File: src/hdl/bcs_params.svh
`ifndef BCS_PARAMS_SVH
`define BCS_PARAMS_SVH

// ======================================================================
// Register location
`define BCS_CMD_STS_OFFSET   8'h04

// ======================================================================
// Command field positions
`define BCS_BIT_SPEC_CYC     3
`define BCS_BIT_MWI_EN       4
`define BCS_BIT_PAL_SNOOP    5
`define BCS_BIT_PERR_RESP    6
`define BCS_BIT_STEP_CTRL    7
`define BCS_BIT_SERR_EN      8
`define BCS_BIT_FBB_EN       9
`define BCS_BIT_INT_DIS      10

// ======================================================================
// Status field positions
`define BCS_BIT_INT_STS      19
`define BCS_BIT_CAP_LIST     20
`define BCS_BIT_66MHZ        21
`define BCS_BIT_FBB_CAP      23
`define BCS_BIT_MST_PERR     24
`define BCS_BIT_SIG_SERR     30
`define BCS_BIT_DET_PERR     31

// ======================================================================
// Reset values and masks
`define BCS_CMD_RESET        11'h000
`define BCS_CMD_RW_MASK      11'h570
`define BCS_CAP_LIST_VAL     1'h1

`endif

File: src/hdl/bcs_pkg.sv
package bcs_pkg;

    // ==================================================================
    // Configuration access carrier
    typedef struct packed {
        logic        req;
        logic        we;
        logic [7:0]  addr;
        logic [3:0]  be;
        logic [31:0] wdata;
    } bcs_cfg_s;

    // ==================================================================
    // Error and parity events from the datapath, one-cycle pulses
    typedef struct packed {
        logic perr_det;
        logic mst_perr;
        logic fatal_err;
        logic nonfatal_err;
    } bcs_evt_s;

    // ==================================================================
    // Preload sequencer states
    typedef enum logic [2:0] {
        BCS_EE_IDLE = 3'b001,
        BCS_EE_LOAD = 3'b010,
        BCS_EE_DONE = 3'b100
    } bcs_ee_state_e;

endpackage : bcs_pkg

File: src/hdl/bcs_cmd_status.sv
`timescale 1ns/100ps
`include "bcs_params.svh"

// Operation
// Special cycle enable reads zero, read-only.
// Bit 4 gates write-invalidate in PCI mode.
// Bit 5 snoops palette writes in reverse.
// Parity response off: ignore, still flag bit31.
// Parity response on: flag and report errors.
// Stepping control bit reads zero, not preloaded.
// Error enable gates signaled system error bit.
// Forward mode: error messages to root complex.
// Reverse mode: errors assert system error pin.
// Fast back-to-back enable reads zero, read-only.
// Forward: interrupt messages only when enabled.
// Reverse: interrupt pin only when enabled.
// Interrupt status shows internal pending interrupt.
// Interrupt status ignores secondary interrupt inputs.
// Capabilities list bit always reads one.
// 66 MHz capable: 0 forward, 1 reverse.
// Back-to-back capable: 0 forward, 1 reverse.
// Master parity flag needs parity response enabled.
// Reserved bits read zero, ignore writes.
// Preloadable fields take EEPROM values after reset.

module bcs_cmd_status
    import bcs_pkg::*;
(
    input  wire logic        clk_i,
    input  wire logic        nrst_i,
    input  wire bcs_cfg_s    cfg_i,
    output logic             cfg_ack_o,
    output logic [31:0]      cfg_rdata_o,
    input  wire logic        reverse_mode_i,
    input  wire logic        pci_conv_mode_i,
    input  wire bcs_evt_s    evt_i,
    input  wire logic        int_pending_i,
    input  wire logic        ee_present_i,
    input  wire logic        ee_wr_i,
    input  wire logic [10:0] ee_data_i,
    input  wire logic        ee_done_i,
    output logic             mwi_en_o,
    output logic             pal_snoop_o,
    output logic             perr_report_o,
    output logic             err_msg_o,
    output logic             serr_o,
    output logic             serr_oe_n_o,
    output logic             inta_assert_msg_o,
    output logic             inta_deassert_msg_o,
    output logic             inta_o,
    output logic             inta_oe_n_o,
    output logic             cfg_ready_o
);

    // ==================================================================
    // Reset release
    logic rst_meta_n;
    logic rst_n;

    always_ff @(posedge clk_i or negedge nrst_i) begin
        if (!nrst_i) begin
            rst_meta_n <= 1'b0;
            rst_n      <= 1'b0;
        end else begin
            rst_meta_n <= 1'b1;
            rst_n      <= rst_meta_n;
        end
    end

    // ==================================================================
    // Mode strap from a pin, filtered
    logic rev_mode;

    bcs_sync #(
        .WIDTH (1)
    ) u_mode_sync (
        .clk_i   (clk_i),
        .rst_n_i (rst_n),
        .async_i (reverse_mode_i),
        .sync_o  (rev_mode)
    );

    // ==================================================================
    // Serial EEPROM preload
    logic        ee_load;
    logic [10:0] ee_load_data;
    logic        ee_busy;

    bcs_ee_load u_ee_load (
        .clk_i        (clk_i),
        .rst_n_i      (rst_n),
        .ee_present_i (ee_present_i),
        .ee_wr_i      (ee_wr_i),
        .ee_data_i    (ee_data_i),
        .ee_done_i    (ee_done_i),
        .load_o       (ee_load),
        .load_data_o  (ee_load_data),
        .busy_o       (ee_busy)
    );

    // ==================================================================
    // Access decode
    logic cfg_hit;
    logic cfg_wr;
    logic cfg_rd;

    assign cfg_hit = cfg_i.req &&
                     (cfg_i.addr[7:2] == 6'(`BCS_CMD_STS_OFFSET >> 2)) &&
                     !ee_busy;
    assign cfg_wr  = cfg_hit && cfg_i.we;
    assign cfg_rd  = cfg_hit && !cfg_i.we;

    // ==================================================================
    // Command bits
    logic [10:0] cmd;
    logic [10:0] cmd_wmask;

    // Byte enables restrict which command bits a write may touch
    assign cmd_wmask = `BCS_CMD_RW_MASK &
                       {{3{cfg_i.be[1]}}, {8{cfg_i.be[0]}}};

    // Only RW bits are stored; 3, 7 and 9 stay zero
    always_ff @(posedge clk_i or negedge rst_n) begin
        if (!rst_n) begin
            cmd <= `BCS_CMD_RESET;
        end else if (ee_load) begin
            cmd <= ee_load_data & `BCS_CMD_RW_MASK; // see R20
        end else if (cfg_wr) begin
            cmd <= (cmd & ~cmd_wmask) |
                   (cfg_i.wdata[10:0] & cmd_wmask); // see R1
        end
    end

    logic perr_resp;
    logic serr_en;
    logic int_dis;

    assign perr_resp = cmd[`BCS_BIT_PERR_RESP];
    assign serr_en   = cmd[`BCS_BIT_SERR_EN];
    assign int_dis   = cmd[`BCS_BIT_INT_DIS];

    // ==================================================================
    // Sticky status flags; a set in the clearing cycle wins
    logic det_perr;
    logic mst_perr;
    logic sig_serr;
    logic sys_err;
    logic clr_det;
    logic clr_mst;
    logic clr_sig;

    assign sys_err = evt_i.fatal_err || evt_i.nonfatal_err;
    assign clr_det = cfg_wr && cfg_i.be[3] &&
                     cfg_i.wdata[`BCS_BIT_DET_PERR];
    assign clr_sig = cfg_wr && cfg_i.be[3] &&
                     cfg_i.wdata[`BCS_BIT_SIG_SERR];
    assign clr_mst = cfg_wr && cfg_i.be[3] &&
                     cfg_i.wdata[`BCS_BIT_MST_PERR];

    always_ff @(posedge clk_i or negedge rst_n) begin
        if (!rst_n) begin
            det_perr <= 1'b0;
        end else if (evt_i.perr_det) begin
            det_perr <= 1'b1;
        end else if (clr_det) begin
            det_perr <= 1'b0;
        end
    end

    always_ff @(posedge clk_i or negedge rst_n) begin
        if (!rst_n) begin
            mst_perr <= 1'b0;
        end else if (evt_i.mst_perr && perr_resp) begin
            mst_perr <= 1'b1; // see R18
        end else if (clr_mst) begin
            mst_perr <= 1'b0;
        end
    end

    always_ff @(posedge clk_i or negedge rst_n) begin
        if (!rst_n) begin
            sig_serr <= 1'b0;
        end else if (sys_err && serr_en) begin
            sig_serr <= 1'b1;
        end else if (clr_sig) begin
            sig_serr <= 1'b0;
        end
    end

    // ==================================================================
    // Read data
    logic [31:0] rd_word;

    always_comb begin
        rd_word                     = 32'h0000_0000;
        rd_word[10:0]               = cmd;
        rd_word[`BCS_BIT_INT_STS]   = int_pending_i; // see R13
        rd_word[`BCS_BIT_CAP_LIST]  = `BCS_CAP_LIST_VAL;
        rd_word[`BCS_BIT_66MHZ]     = rev_mode;
        rd_word[`BCS_BIT_FBB_CAP]   = rev_mode;
        rd_word[`BCS_BIT_MST_PERR]  = mst_perr;
        rd_word[`BCS_BIT_SIG_SERR]  = sig_serr;
        rd_word[`BCS_BIT_DET_PERR]  = det_perr;
    end

    // Unmapped offsets answer with zero; while preload is busy no access is answered
    always_ff @(posedge clk_i or negedge rst_n) begin
        if (!rst_n) begin
            cfg_ack_o   <= 1'b0;
            cfg_rdata_o <= 32'h0000_0000;
        end else begin
            cfg_ack_o   <= cfg_i.req && !ee_busy;
            cfg_rdata_o <= cfg_rd ? rd_word : 32'h0000_0000;
        end
    end

    always_ff @(posedge clk_i or negedge rst_n) begin
        if (!rst_n) begin
            cfg_ready_o <= 1'b0;
        end else begin
            cfg_ready_o <= !ee_busy;
        end
    end

    // ==================================================================
    // Datapath steering
    always_ff @(posedge clk_i or negedge rst_n) begin
        if (!rst_n) begin
            mwi_en_o    <= 1'b0;
            pal_snoop_o <= 1'b0;
        end else begin
            mwi_en_o    <= pci_conv_mode_i &&
                           cmd[`BCS_BIT_MWI_EN];
            // Palette snooping exists only behind a reverse bridge
            pal_snoop_o <= rev_mode &&
                           cmd[`BCS_BIT_PAL_SNOOP];
        end
    end

    // ==================================================================
    // Error reporting
    always_ff @(posedge clk_i or negedge rst_n) begin
        if (!rst_n) begin
            perr_report_o <= 1'b0;
            err_msg_o     <= 1'b0;
            serr_o        <= 1'b1;
            serr_oe_n_o   <= 1'b1;
        end else begin
            perr_report_o <= (evt_i.perr_det || evt_i.mst_perr) &&
                             perr_resp; // see R4
            err_msg_o     <= !rev_mode && sys_err && serr_en;
            // Open drain: only ever drives low, for one cycle
            serr_oe_n_o   <= !(rev_mode && sys_err && serr_en);
            serr_o        <= 1'b0;
        end
    end

    // ==================================================================
    // Interrupt delivery
    logic int_want;
    logic msg_state;

    assign int_want = int_pending_i && !int_dis;

    // Messages follow edges of the gated level, so setting the
    // disable bit while asserted sends a deassert message
    always_ff @(posedge clk_i or negedge rst_n) begin
        if (!rst_n) begin
            msg_state           <= 1'b0;
            inta_assert_msg_o   <= 1'b0;
            inta_deassert_msg_o <= 1'b0;
        end else begin
            inta_assert_msg_o   <= 1'b0;
            inta_deassert_msg_o <= 1'b0;
            if (!rev_mode && int_want && !msg_state) begin
                msg_state         <= 1'b1;
                inta_assert_msg_o <= 1'b1;
            end else if (msg_state && (!int_want || rev_mode)) begin
                msg_state           <= 1'b0;
                inta_deassert_msg_o <= 1'b1;
            end
        end
    end

    always_ff @(posedge clk_i or negedge rst_n) begin
        if (!rst_n) begin
            inta_o      <= 1'b1;
            inta_oe_n_o <= 1'b1;
        end else begin
            inta_o      <= 1'b0;
            inta_oe_n_o <= !(rev_mode && int_want);
        end
    end

    // ==================================================================
    // Checks
    chk_spec_cyc_zero: assert property (
        @(posedge clk_i) disable iff (!rst_n)
        cfg_ack_o |-> !cfg_rdata_o[`BCS_BIT_SPEC_CYC])
        else $error("special cycle enable read nonzero");

    chk_step_fbb_zero: assert property (
        @(posedge clk_i) disable iff (!rst_n)
        !cmd[`BCS_BIT_STEP_CTRL] && !cmd[`BCS_BIT_FBB_EN])
        else $error("read-only command bit became set");

    chk_mwi_gate: assert property (
        @(posedge clk_i) disable iff (!rst_n)
        ##1 mwi_en_o == $past(pci_conv_mode_i && cmd[`BCS_BIT_MWI_EN]))
        else $error("write-invalidate enable wrong");

    chk_sig_serr_gate: assert property (
        @(posedge clk_i) disable iff (!rst_n)
        $rose(sig_serr) |-> $past(serr_en && sys_err))
        else $error("system error flag set while disabled");

    chk_mst_perr_gate: assert property (
        @(posedge clk_i) disable iff (!rst_n)
        (evt_i.mst_perr && !perr_resp && !mst_perr) |=> !mst_perr)
        else $error("master parity flag set while disabled");

    chk_det_perr_set: assert property (
        @(posedge clk_i) disable iff (!rst_n)
        evt_i.perr_det |=> det_perr)
        else $error("detected parity flag not set");

    chk_serr_pin: assert property (
        @(posedge clk_i) disable iff (!rst_n)
        (rev_mode && sys_err && serr_en) ##1 rev_mode |->
        !serr_oe_n_o && !serr_o)
        else $error("system error pin not driven");

    chk_err_msg: assert property (
        @(posedge clk_i) disable iff (!rst_n)
        err_msg_o |-> $past(!rev_mode && serr_en && sys_err))
        else $error("error message without cause");

    chk_inta_pin: assert property (
        @(posedge clk_i) disable iff (!rst_n)
        !inta_oe_n_o |-> $past(int_want && rev_mode))
        else $error("interrupt pin driven while disabled");

    chk_inta_msg: assert property (
        @(posedge clk_i) disable iff (!rst_n)
        inta_assert_msg_o |-> $past(int_want) && !$past(rev_mode))
        else $error("interrupt message while disabled");

    chk_cap_mode: assert property (
        @(posedge clk_i) disable iff (!rst_n)
        (cfg_rd && !$changed(rev_mode)) |=>
        cfg_rdata_o[`BCS_BIT_CAP_LIST] &&
        (cfg_rdata_o[`BCS_BIT_66MHZ] == $past(rev_mode)) &&
        (cfg_rdata_o[`BCS_BIT_FBB_CAP] == $past(rev_mode)))
        else $error("capability bits wrong");

    chk_reserved_zero: assert property (
        @(posedge clk_i) disable iff (!rst_n)
        cfg_ack_o |-> (cfg_rdata_o[18:11] == 8'h00) &&
        !cfg_rdata_o[22] && (cfg_rdata_o[29:25] == 5'h00))
        else $error("reserved bits read nonzero");

endmodule : bcs_cmd_status

File: src/hdl/bcs_sync.sv
`timescale 1ns/100ps

module bcs_sync #(
    parameter int WIDTH = 1
) (
    input  wire logic             clk_i,
    input  wire logic             rst_n_i,
    input  wire logic [WIDTH-1:0] async_i,
    output logic      [WIDTH-1:0] sync_o
);

    logic [WIDTH-1:0] stage1;
    logic [WIDTH-1:0] stage2;
    logic [WIDTH-1:0] stage3;

    // ==================================================================
    // Three stages; value moves only when the last two agree
    always_ff @(posedge clk_i or negedge rst_n_i) begin
        if (!rst_n_i) begin
            stage1 <= '0;
            stage2 <= '0;
            stage3 <= '0;
        end else begin
            stage1 <= async_i;
            stage2 <= stage1;
            stage3 <= stage2;
        end
    end

    always_ff @(posedge clk_i or negedge rst_n_i) begin
        if (!rst_n_i) begin
            sync_o <= '0;
        end else begin
            for (int i = 0; i < WIDTH; i++) begin
                if (stage2[i] == stage3[i]) begin
                    sync_o[i] <= stage3[i];
                end
            end
        end
    end

endmodule : bcs_sync

File: src/hdl/bcs_ee_load.sv
`timescale 1ns/100ps

module bcs_ee_load
    import bcs_pkg::*;
(
    input  wire logic        clk_i,
    input  wire logic        rst_n_i,
    input  wire logic        ee_present_i,
    input  wire logic        ee_wr_i,
    input  wire logic [10:0] ee_data_i,
    input  wire logic        ee_done_i,
    output logic             load_o,
    output logic [10:0]      load_data_o,
    output logic             busy_o
);

    bcs_ee_state_e state;

    // ==================================================================
    // Sequencer: waits for the image when a device is present
    always_ff @(posedge clk_i or negedge rst_n_i) begin
        if (!rst_n_i) begin
            state <= BCS_EE_IDLE;
        end else begin
            unique case (state)
                BCS_EE_IDLE: begin
                    state <= ee_present_i ? BCS_EE_LOAD : BCS_EE_DONE;
                end
                BCS_EE_LOAD: begin
                    if (ee_done_i || !ee_present_i) begin
                        state <= BCS_EE_DONE;
                    end
                end
                BCS_EE_DONE: begin
                    state <= BCS_EE_DONE;
                end
                default: begin
                    state <= BCS_EE_IDLE;
                end
            endcase
        end
    end

    always_ff @(posedge clk_i or negedge rst_n_i) begin
        if (!rst_n_i) begin
            load_o      <= 1'b0;
            load_data_o <= '0;
        end else begin
            load_o <= (state == BCS_EE_LOAD) && ee_wr_i;
            if ((state == BCS_EE_LOAD) && ee_wr_i) begin
                load_data_o <= ee_data_i;
            end
        end
    end

    assign busy_o = (state != BCS_EE_DONE);

endmodule : bcs_ee_load

File: config.mk
export PLATFORM = sky130hd
export DESIGN_NAME = bcs_cmd_status
export DESIGN_NICKNAME = d
export VERILOG_FILES = /design/src/hdl/bcs_pkg.sv /design/src/hdl/bcs_cmd_status.sv /design/src/hdl/bcs_sync.sv /design/src/hdl/bcs_ee_load.sv
export VERILOG_INCLUDE_DIRS = /design/src /design/src/hdl
export SDC_FILE = /design/constraint.sdc
export NUM_CORES = 1
export LEC_CHECK = 0
export ABC_AREA = 1
export BUFFER_PORTS_ARGS = -buffer_cell sky130_fd_sc_hd__buf_4
export CAP_MARGIN = 20
export CORE_MARGIN = 8
export CORE_UTILIZATION = 49
export DETAILED_ROUTE_END_ITERATION = 7
export MAX_ROUTING_LAYER = met4
export PLACE_DENSITY = 0.84
export SYNTH_ARGS = -nofsm -noshare
export SYNTH_HDL_FRONTEND = slang
export SYNTH_HIERARCHICAL = 1
export SYNTH_SLANG_ARGS = --single-unit
export TNS_END_PERCENT = 5
File: constraint.sdc
create_clock -name clk_i -period 4.7 [get_ports clk_i]
set_input_delay 0.705 -clock clk_i [delete_from_list [all_inputs] [get_ports clk_i]]
set_output_delay 0.705 -clock clk_i [all_outputs]
set_load 0.1 [all_outputs]
==> results.sh, run 1 <==
export IMPL_syn_area_per_cell_um2=9.39
export IMPL_initialDrtViolationCount=71
export IMPL_peakVddDrop_uv=251
export IMPL_vias=1471
export IMPL_portBuffers=59
export IMPL_rsz0062_at_grt="no"
export IMPL_worstSetupPathType="register to primary output"
export IMPL_die_x_um=79.9
export IMPL_relSlewSlack_pct=40.3
export IMPL_critPathSlowestCell="dfstp_2"
export IMPL_coreArea_um2=3970
export IMPL_reg2reg_slack_ns=3.20
export IMPL_final_common_cell="buf_4"
export IMPL_cts_tree="built"
export IMPL_setup_tns_ns=0
export IMPL_ff2ff_path_depth=5
export IMPL_worstMarginPinSlew_ns=0.895
export IMPL_r2r_start="u_ee_load/state[1]$_DFFE_PN0P_"
export IMPL_cts_resized_gates=0
export IMPL_finalNonFillerCells=324
export IMPL_grt_pass1_vias=1503
export IMPL_cpPeakStageDelay_ns=0.53
export IMPL_startpoint_type="register"
export IMPL_p_per_area_nw_per_um2=516
export IMPL_cts_hold_buf=0
export IMPL_start_util_pct=50.3
export IMPL_netlist_area_um2=2000
export IMPL_ant_nets=0
export IMPL_end_kind="primary output"
export IMPL_finalCriticalPeriod_ns=1.82
export IMPL_clockBufferDepth=2
export IMPL_clock_fmax_ghz=0.551
export IMPL_hold_path_class="input port to asynchronous set/reset pin"
export IMPL_critPathTopFamily="flip-flops"
export IMPL_cp_cell_sequence="buf_4"
export IMPL_synth_warnings=6
export IMPL_drv_slew=0
export IMPL_setup_viol_count_final=0
export IMPL_critPathArrivalTime_ns=1.11
export IMPL_grt_max_degree=45
export IMPL_cts_sinks=46
export IMPL_grt_ovfl_total=0
export IMPL_area_growth_pct=23.2
export IMPL_drtPass1Iterations=4
export IMPL_insertion_delay_ns=0.29
export IMPL_root_buffer="clkbuf_8"
export IMPL_dieArea_um2=6380
export IMPL_power_leakage_nw=1.41
export IMPL_fin_crit_sh_pct=38.6
export IMPL_fin_nets=344
export IMPL_skew_ns=0.00642
export IMPL_worstPathRequired_ns=3.99
export IMPL_r2r_end="cfg_rdata_o[19]$_DFF_PN0_"
export IMPL_rows=23
export IMPL_die_h_um=79.9
export IMPL_multiInputGateArea_um2=613
export IMPL_vias_per_cell=4.54
export IMPL_place_congestion=0.775
export IMPL_grt_usage_pct=12.9
export IMPL_hold_viol_final=0
export IMPL_ff_latch_area_um2=1160
export IMPL_antenna_found_initial=0
export IMPL_hpwl_mm=3.06
export IMPL_grt_pass1_wl_mm=6.41
export IMPL_drive_above_1_share_pct=30.7
export IMPL_cp_num_buf_inv=1
export IMPL_cts_max_level=2
export IMPL_drc_errors=0
export IMPL_routed_wl_mm=3.82
export IMPL_clkTransAtPathRegs_ns=0.08
export IMPL_outcome="complete, no violations"
export IMPL_cts_inserted_buffers=5
export IMPL_pin_count=113
export IMPL_dp_cells=316
export IMPL_critPathMaxFanout=2
export IMPL_post_cts_setup_buffers=0
export IMPL_final_cell_mix="buf_4 (59), nand2_1 (52), dfrtp_1 (41)"
export IMPL_wl_per_cell_um=11.8
export IMPL_drv_cap=0
export IMPL_diodes=0
export IMPL_fill_cells=333
export IMPL_synth_cells=213
==> stage by stage <==
stage               power, mW  util, %  area, µm²  setup WS [ns]  hold WS [ns]
floorplan               0.960        -       2070           2.67         0.331
global placement         1.04     60.0       2380           2.92         0.334
detailed placement       1.05     60.0       2380           2.94         0.336
CTS                      1.28     62.0       2460           2.86         0.159
global route             1.34     62.0       2460           2.84         0.151
finish                   1.27     62.0       2460           2.88         0.172
==> power by group <==
group / leakage, nW / switching, mW / total (mW) / internal (mW)
Clock: 0.0450 / 0.122 / 0.225 / 0.103
Sequential: 0.569 / 0.0623 / 0.549 / 0.487
Combinational: 0.792 / 0.381 / 0.496 / 0.115
==> flip-flops by register name, summed over array words and instances, names as in the netlist, 3 cells and up <==
register / count
cmd: 5
u_ee_load/state: 3
u_ee_load/load_data_o: 5
cfg_rdata_o: 11
==> worst max path at each step <==
stage                                 to  cells past startpoint                      start
4_1_cts                           inta_o                      1           serr_o$_DFF_PN1_
5_1_grt                           serr_o                      1           serr_o$_DFF_PN1_
6_report                          inta_o                      1           serr_o$_DFF_PN1_
3_3_place_gp   cfg_rdata_o[19]$_DFF_PN0_                      4                  cfg_i[41]
2_1_floorplan            cfg_rdata_o[23]                      1  cfg_rdata_o[23]$_DFF_PN0_
3_5_place_dp   cfg_rdata_o[19]$_DFF_PN0_                      4                  cfg_i[43]
==> worst reg2reg max path, cell delays in order, from the launching register on <==
cell     delay (ns)
dfrtp_1        0.43
inv_2          0.11
nand3_1        0.13
nor4_1         0.20
nand3_1        0.36
nor2_1         0.20
==> metal layers <==
layer	GRT usage [%]	wire length, µm
met1	15.3	1690
met2	19.5	1700
met3	5.63	387
met4	3.82	44
met5	-	0
==> final cells by class <==
| cell class | count | area share (%) |
|---|---|---|
| tap | 50 | 2.54 |
| sequential | 46 | 47.0 |
| clock buffer | 6 | 2.95 |
| timing repair buffer | 59 | 18.0 |
| multi-input combinational | 133 | 24.9 |
| inverter | 28 | 4.27 |
| clock inverter | 2 | 0.406 |
(Power assumes the default switching activity.)
==> run 2: changes to the inputs <==
CORE_UTILIZATION = 45   (was 49)
PLACE_DENSITY = 0.78   (was 0.84)
clock period = 1.8 ns   (was 4.7 ns; I/O delays follow)
==> run 2 against run 1 <==
Effect of this change: routed wire length up 0.60%; sequential share of layout area down 0.89 points; flip-flop and latch count stayed put; clock power rose to 2.7 times the previous value; critical path type is now register to register; hold slack worse by 0.091 ns; via count shrank 2.2%; design area grew 1.9%; power rose to 2.6 times the previous value; critical path depth increased by 7; clock-buffer cell count down 1; largest cell class unchanged; global-route usage shrank 0.88 points.
==> results.sh, run 2 (synthesis gave the netlist of run 1 again) <==
export IMPL_worstPathRequired_ns=1.99
export IMPL_worstSetupStartpoint="u_ee_load/state[1]$_DFFE_PN0P_"
export IMPL_coreArea_um2=4320
export IMPL_cts_tree="built"
export IMPL_clkTransAtPathRegs_ns=0.08
export IMPL_critPathArrivalTime_ns=1.64
export IMPL_area_growth_pct=25.6
export IMPL_die_h_um=82.7
export IMPL_critPathSlowestCell="dfrtp_1"
export IMPL_setup_tns_ns=0
export IMPL_drtPass1Iterations=4
export IMPL_antenna_found_initial=0
export IMPL_fin_crit_sh_pct=80.3
export IMPL_routed_wl_mm=3.84
export IMPL_hold_viol_final=0
export IMPL_fin_total_pwr_mw=3.34
export IMPL_reg_top3="cfg_rdata_o (11), cmd (5), u_ee_load/load_data_o (5)"
export IMPL_startpoint_type="register"
export IMPL_skew_ns=0.00810
export IMPL_final_cell_mix="buf_4 (60), nand2_1 (52), dfrtp_1 (41)"
export IMPL_end_kind="register"
export IMPL_grt_usage_pct=12.1
export IMPL_fin_nets=347
export IMPL_dp_slack_ns=0.363
export IMPL_wl_per_cell_um=11.7
export IMPL_place_congestion=0.782
export IMPL_drive_above_1_share_pct=31.4
export IMPL_p_sw_mw=1.50
export IMPL_hpwl_mm=3.09
export IMPL_dieArea_um2=6830
export IMPL_hold_path_class="input port to register"
export IMPL_vias=1439
export IMPL_cpPeakStageDelay_ns=0.42
export IMPL_p_per_area_nw_per_um2=1330
export IMPL_layout_setup_ws_ns=0.355
export IMPL_clock_fmax_ghz=0.692
export IMPL_p_comb_share_pct=39.2
export IMPL_multiInputGateArea_um2=613
export IMPL_setup_viol_count_final=0
export IMPL_die_x_um=82.7
export IMPL_regMostFlops="cfg_rdata_o"
export IMPL_worstSetupPathType="register to register"
export IMPL_power_share_clock_pct=18.4
export IMPL_ff_latch_area_um2=1160
export IMPL_grt_ovfl_total=0
export IMPL_cp_cell_sequence="inv_2 > nand3_1 > nor2_2 > nand2_2 > nor2_4 > nand3_2 > nand3_1 > nand2_1"
export IMPL_vias_per_cell=4.37
export IMPL_outcome="complete, no violations"
export IMPL_cts_inserted_buffers=5
export IMPL_start_util_pct=46.2
export IMPL_grt_max_degree=32
export IMPL_largest_reg_flops=11
export IMPL_fill_cells=394
export IMPL_final_common_cell="buf_4"
export IMPL_cpMostUsedCell="nand3_1"
export IMPL_peakVddDrop_uv=621
export IMPL_drv_cap=0
export IMPL_finalCriticalPeriod_ns=1.45
export IMPL_rsz0062_at_grt="no"
export IMPL_root_buffer="clkbuf_8"
export IMPL_internal_power_mw=1.85
export IMPL_cp_num_buf_inv=1
export IMPL_initialDrtViolationCount=40
export IMPL_ant_nets=0
export IMPL_drc_errors=0
export IMPL_portBuffers=59
export IMPL_swShare_pct=44.7
export IMPL_critPathTopFamily="simple AND/OR/NAND/NOR gates"
export IMPL_cts_sinks=46
export IMPL_r2r_start="u_ee_load/state[1]$_DFFE_PN0P_"
export IMPL_cts_resized_gates=0
export IMPL_seqPwrFrac_pct=42.4
export IMPL_grt_pass1_wl_mm=6.20
export IMPL_pin_count=113
export IMPL_holdWs_ns=0.0809
export IMPL_final_util_pct=58.1
export IMPL_clockBufferDepth=2
export IMPL_critPathMaxFanout=5
export IMPL_drv_slew=0
export IMPL_insertion_delay_ns=0.30
export IMPL_cts_max_level=2
export IMPL_rows=24
export IMPL_grt_pass1_vias=1522
export IMPL_diodes=0
export IMPL_post_cts_setup_buffers=0
export IMPL_hp_start="reverse_mode_i"
export IMPL_power_leakage_nw=1.42
==> run 2: final timing paths <==
kind	end	slack, ns	cells after the start
setup / recovery	cmd[8]$_DFFE_PN0P_	0.35	8
hold / removal	u_mode_sync/stage1$_DFF_PN0_	0.08	1
setup reg to reg	cmd[8]$_DFFE_PN0P_	0.35	8
hold reg to reg	cfg_ack_o$_DFF_PN0_	0.16	0
max in group asynchronous	serr_o$_DFF_PN1_	1.10	1
min in group asynchronous	cfg_ack_o$_DFF_PN0_	0.16	0
==> run 2: what timing repair did <==
action,CTS,global route
hold buffers,1,0
endpoints found under the hold margin,2,0
setup endpoints to repair,0,0
==> run 2: power by group through the flow <==
| stage | clock network (mW) | registers [mW] | logic [mW] |
|---|---|---|---|
| after floorplan | 0 | 1.92 | 0.585 |
| after global placement | 0 | 1.44 | 1.29 |
| after detailed placement | 0 | 1.44 | 1.32 |
| after CTS | 0.638 | 1.42 | 1.32 |
| after global routing | 0.677 | 1.45 | 1.41 |
| final | 0.615 | 1.42 | 1.31 |
==> run 2: final cells by class <==
cell class,instances,area share [%]
Clock buffer,5,2.74
Clock inverter,3,0.847
Inverter,28,4.19
Multi-Input combinational cell,133,24.4
Sequential cell,46,46.1
Tap cell,52,2.59
Timing Repair Buffer,62,19.1
==> run 2: layer usage <==
layer	track usage [%]	part of all wire, %	vias up
met5	-	0	-
met4	4.66	1.2	0
met3	4.11	10	5
met2	19.3	46	58
met1	13.6	42	644
li1	-	-	732
==> run 2: worst register-to-register path, delay by kind of cell (launching register included) <==
family | cells | cell delay (ns)
AND/OR/NAND/NOR | 7 | 0.82
flip-flops | 1 | 0.42
buffers and inverters | 1 | 0.10
==> run 2: metrics by stage <==
step                      area [µm²]  std cells
after CTS                       2510        329
after global placement          2410        320
after floorplan                 2070        233
final                           2510        329
after detailed placement        2410        320
after global routing            2510        329
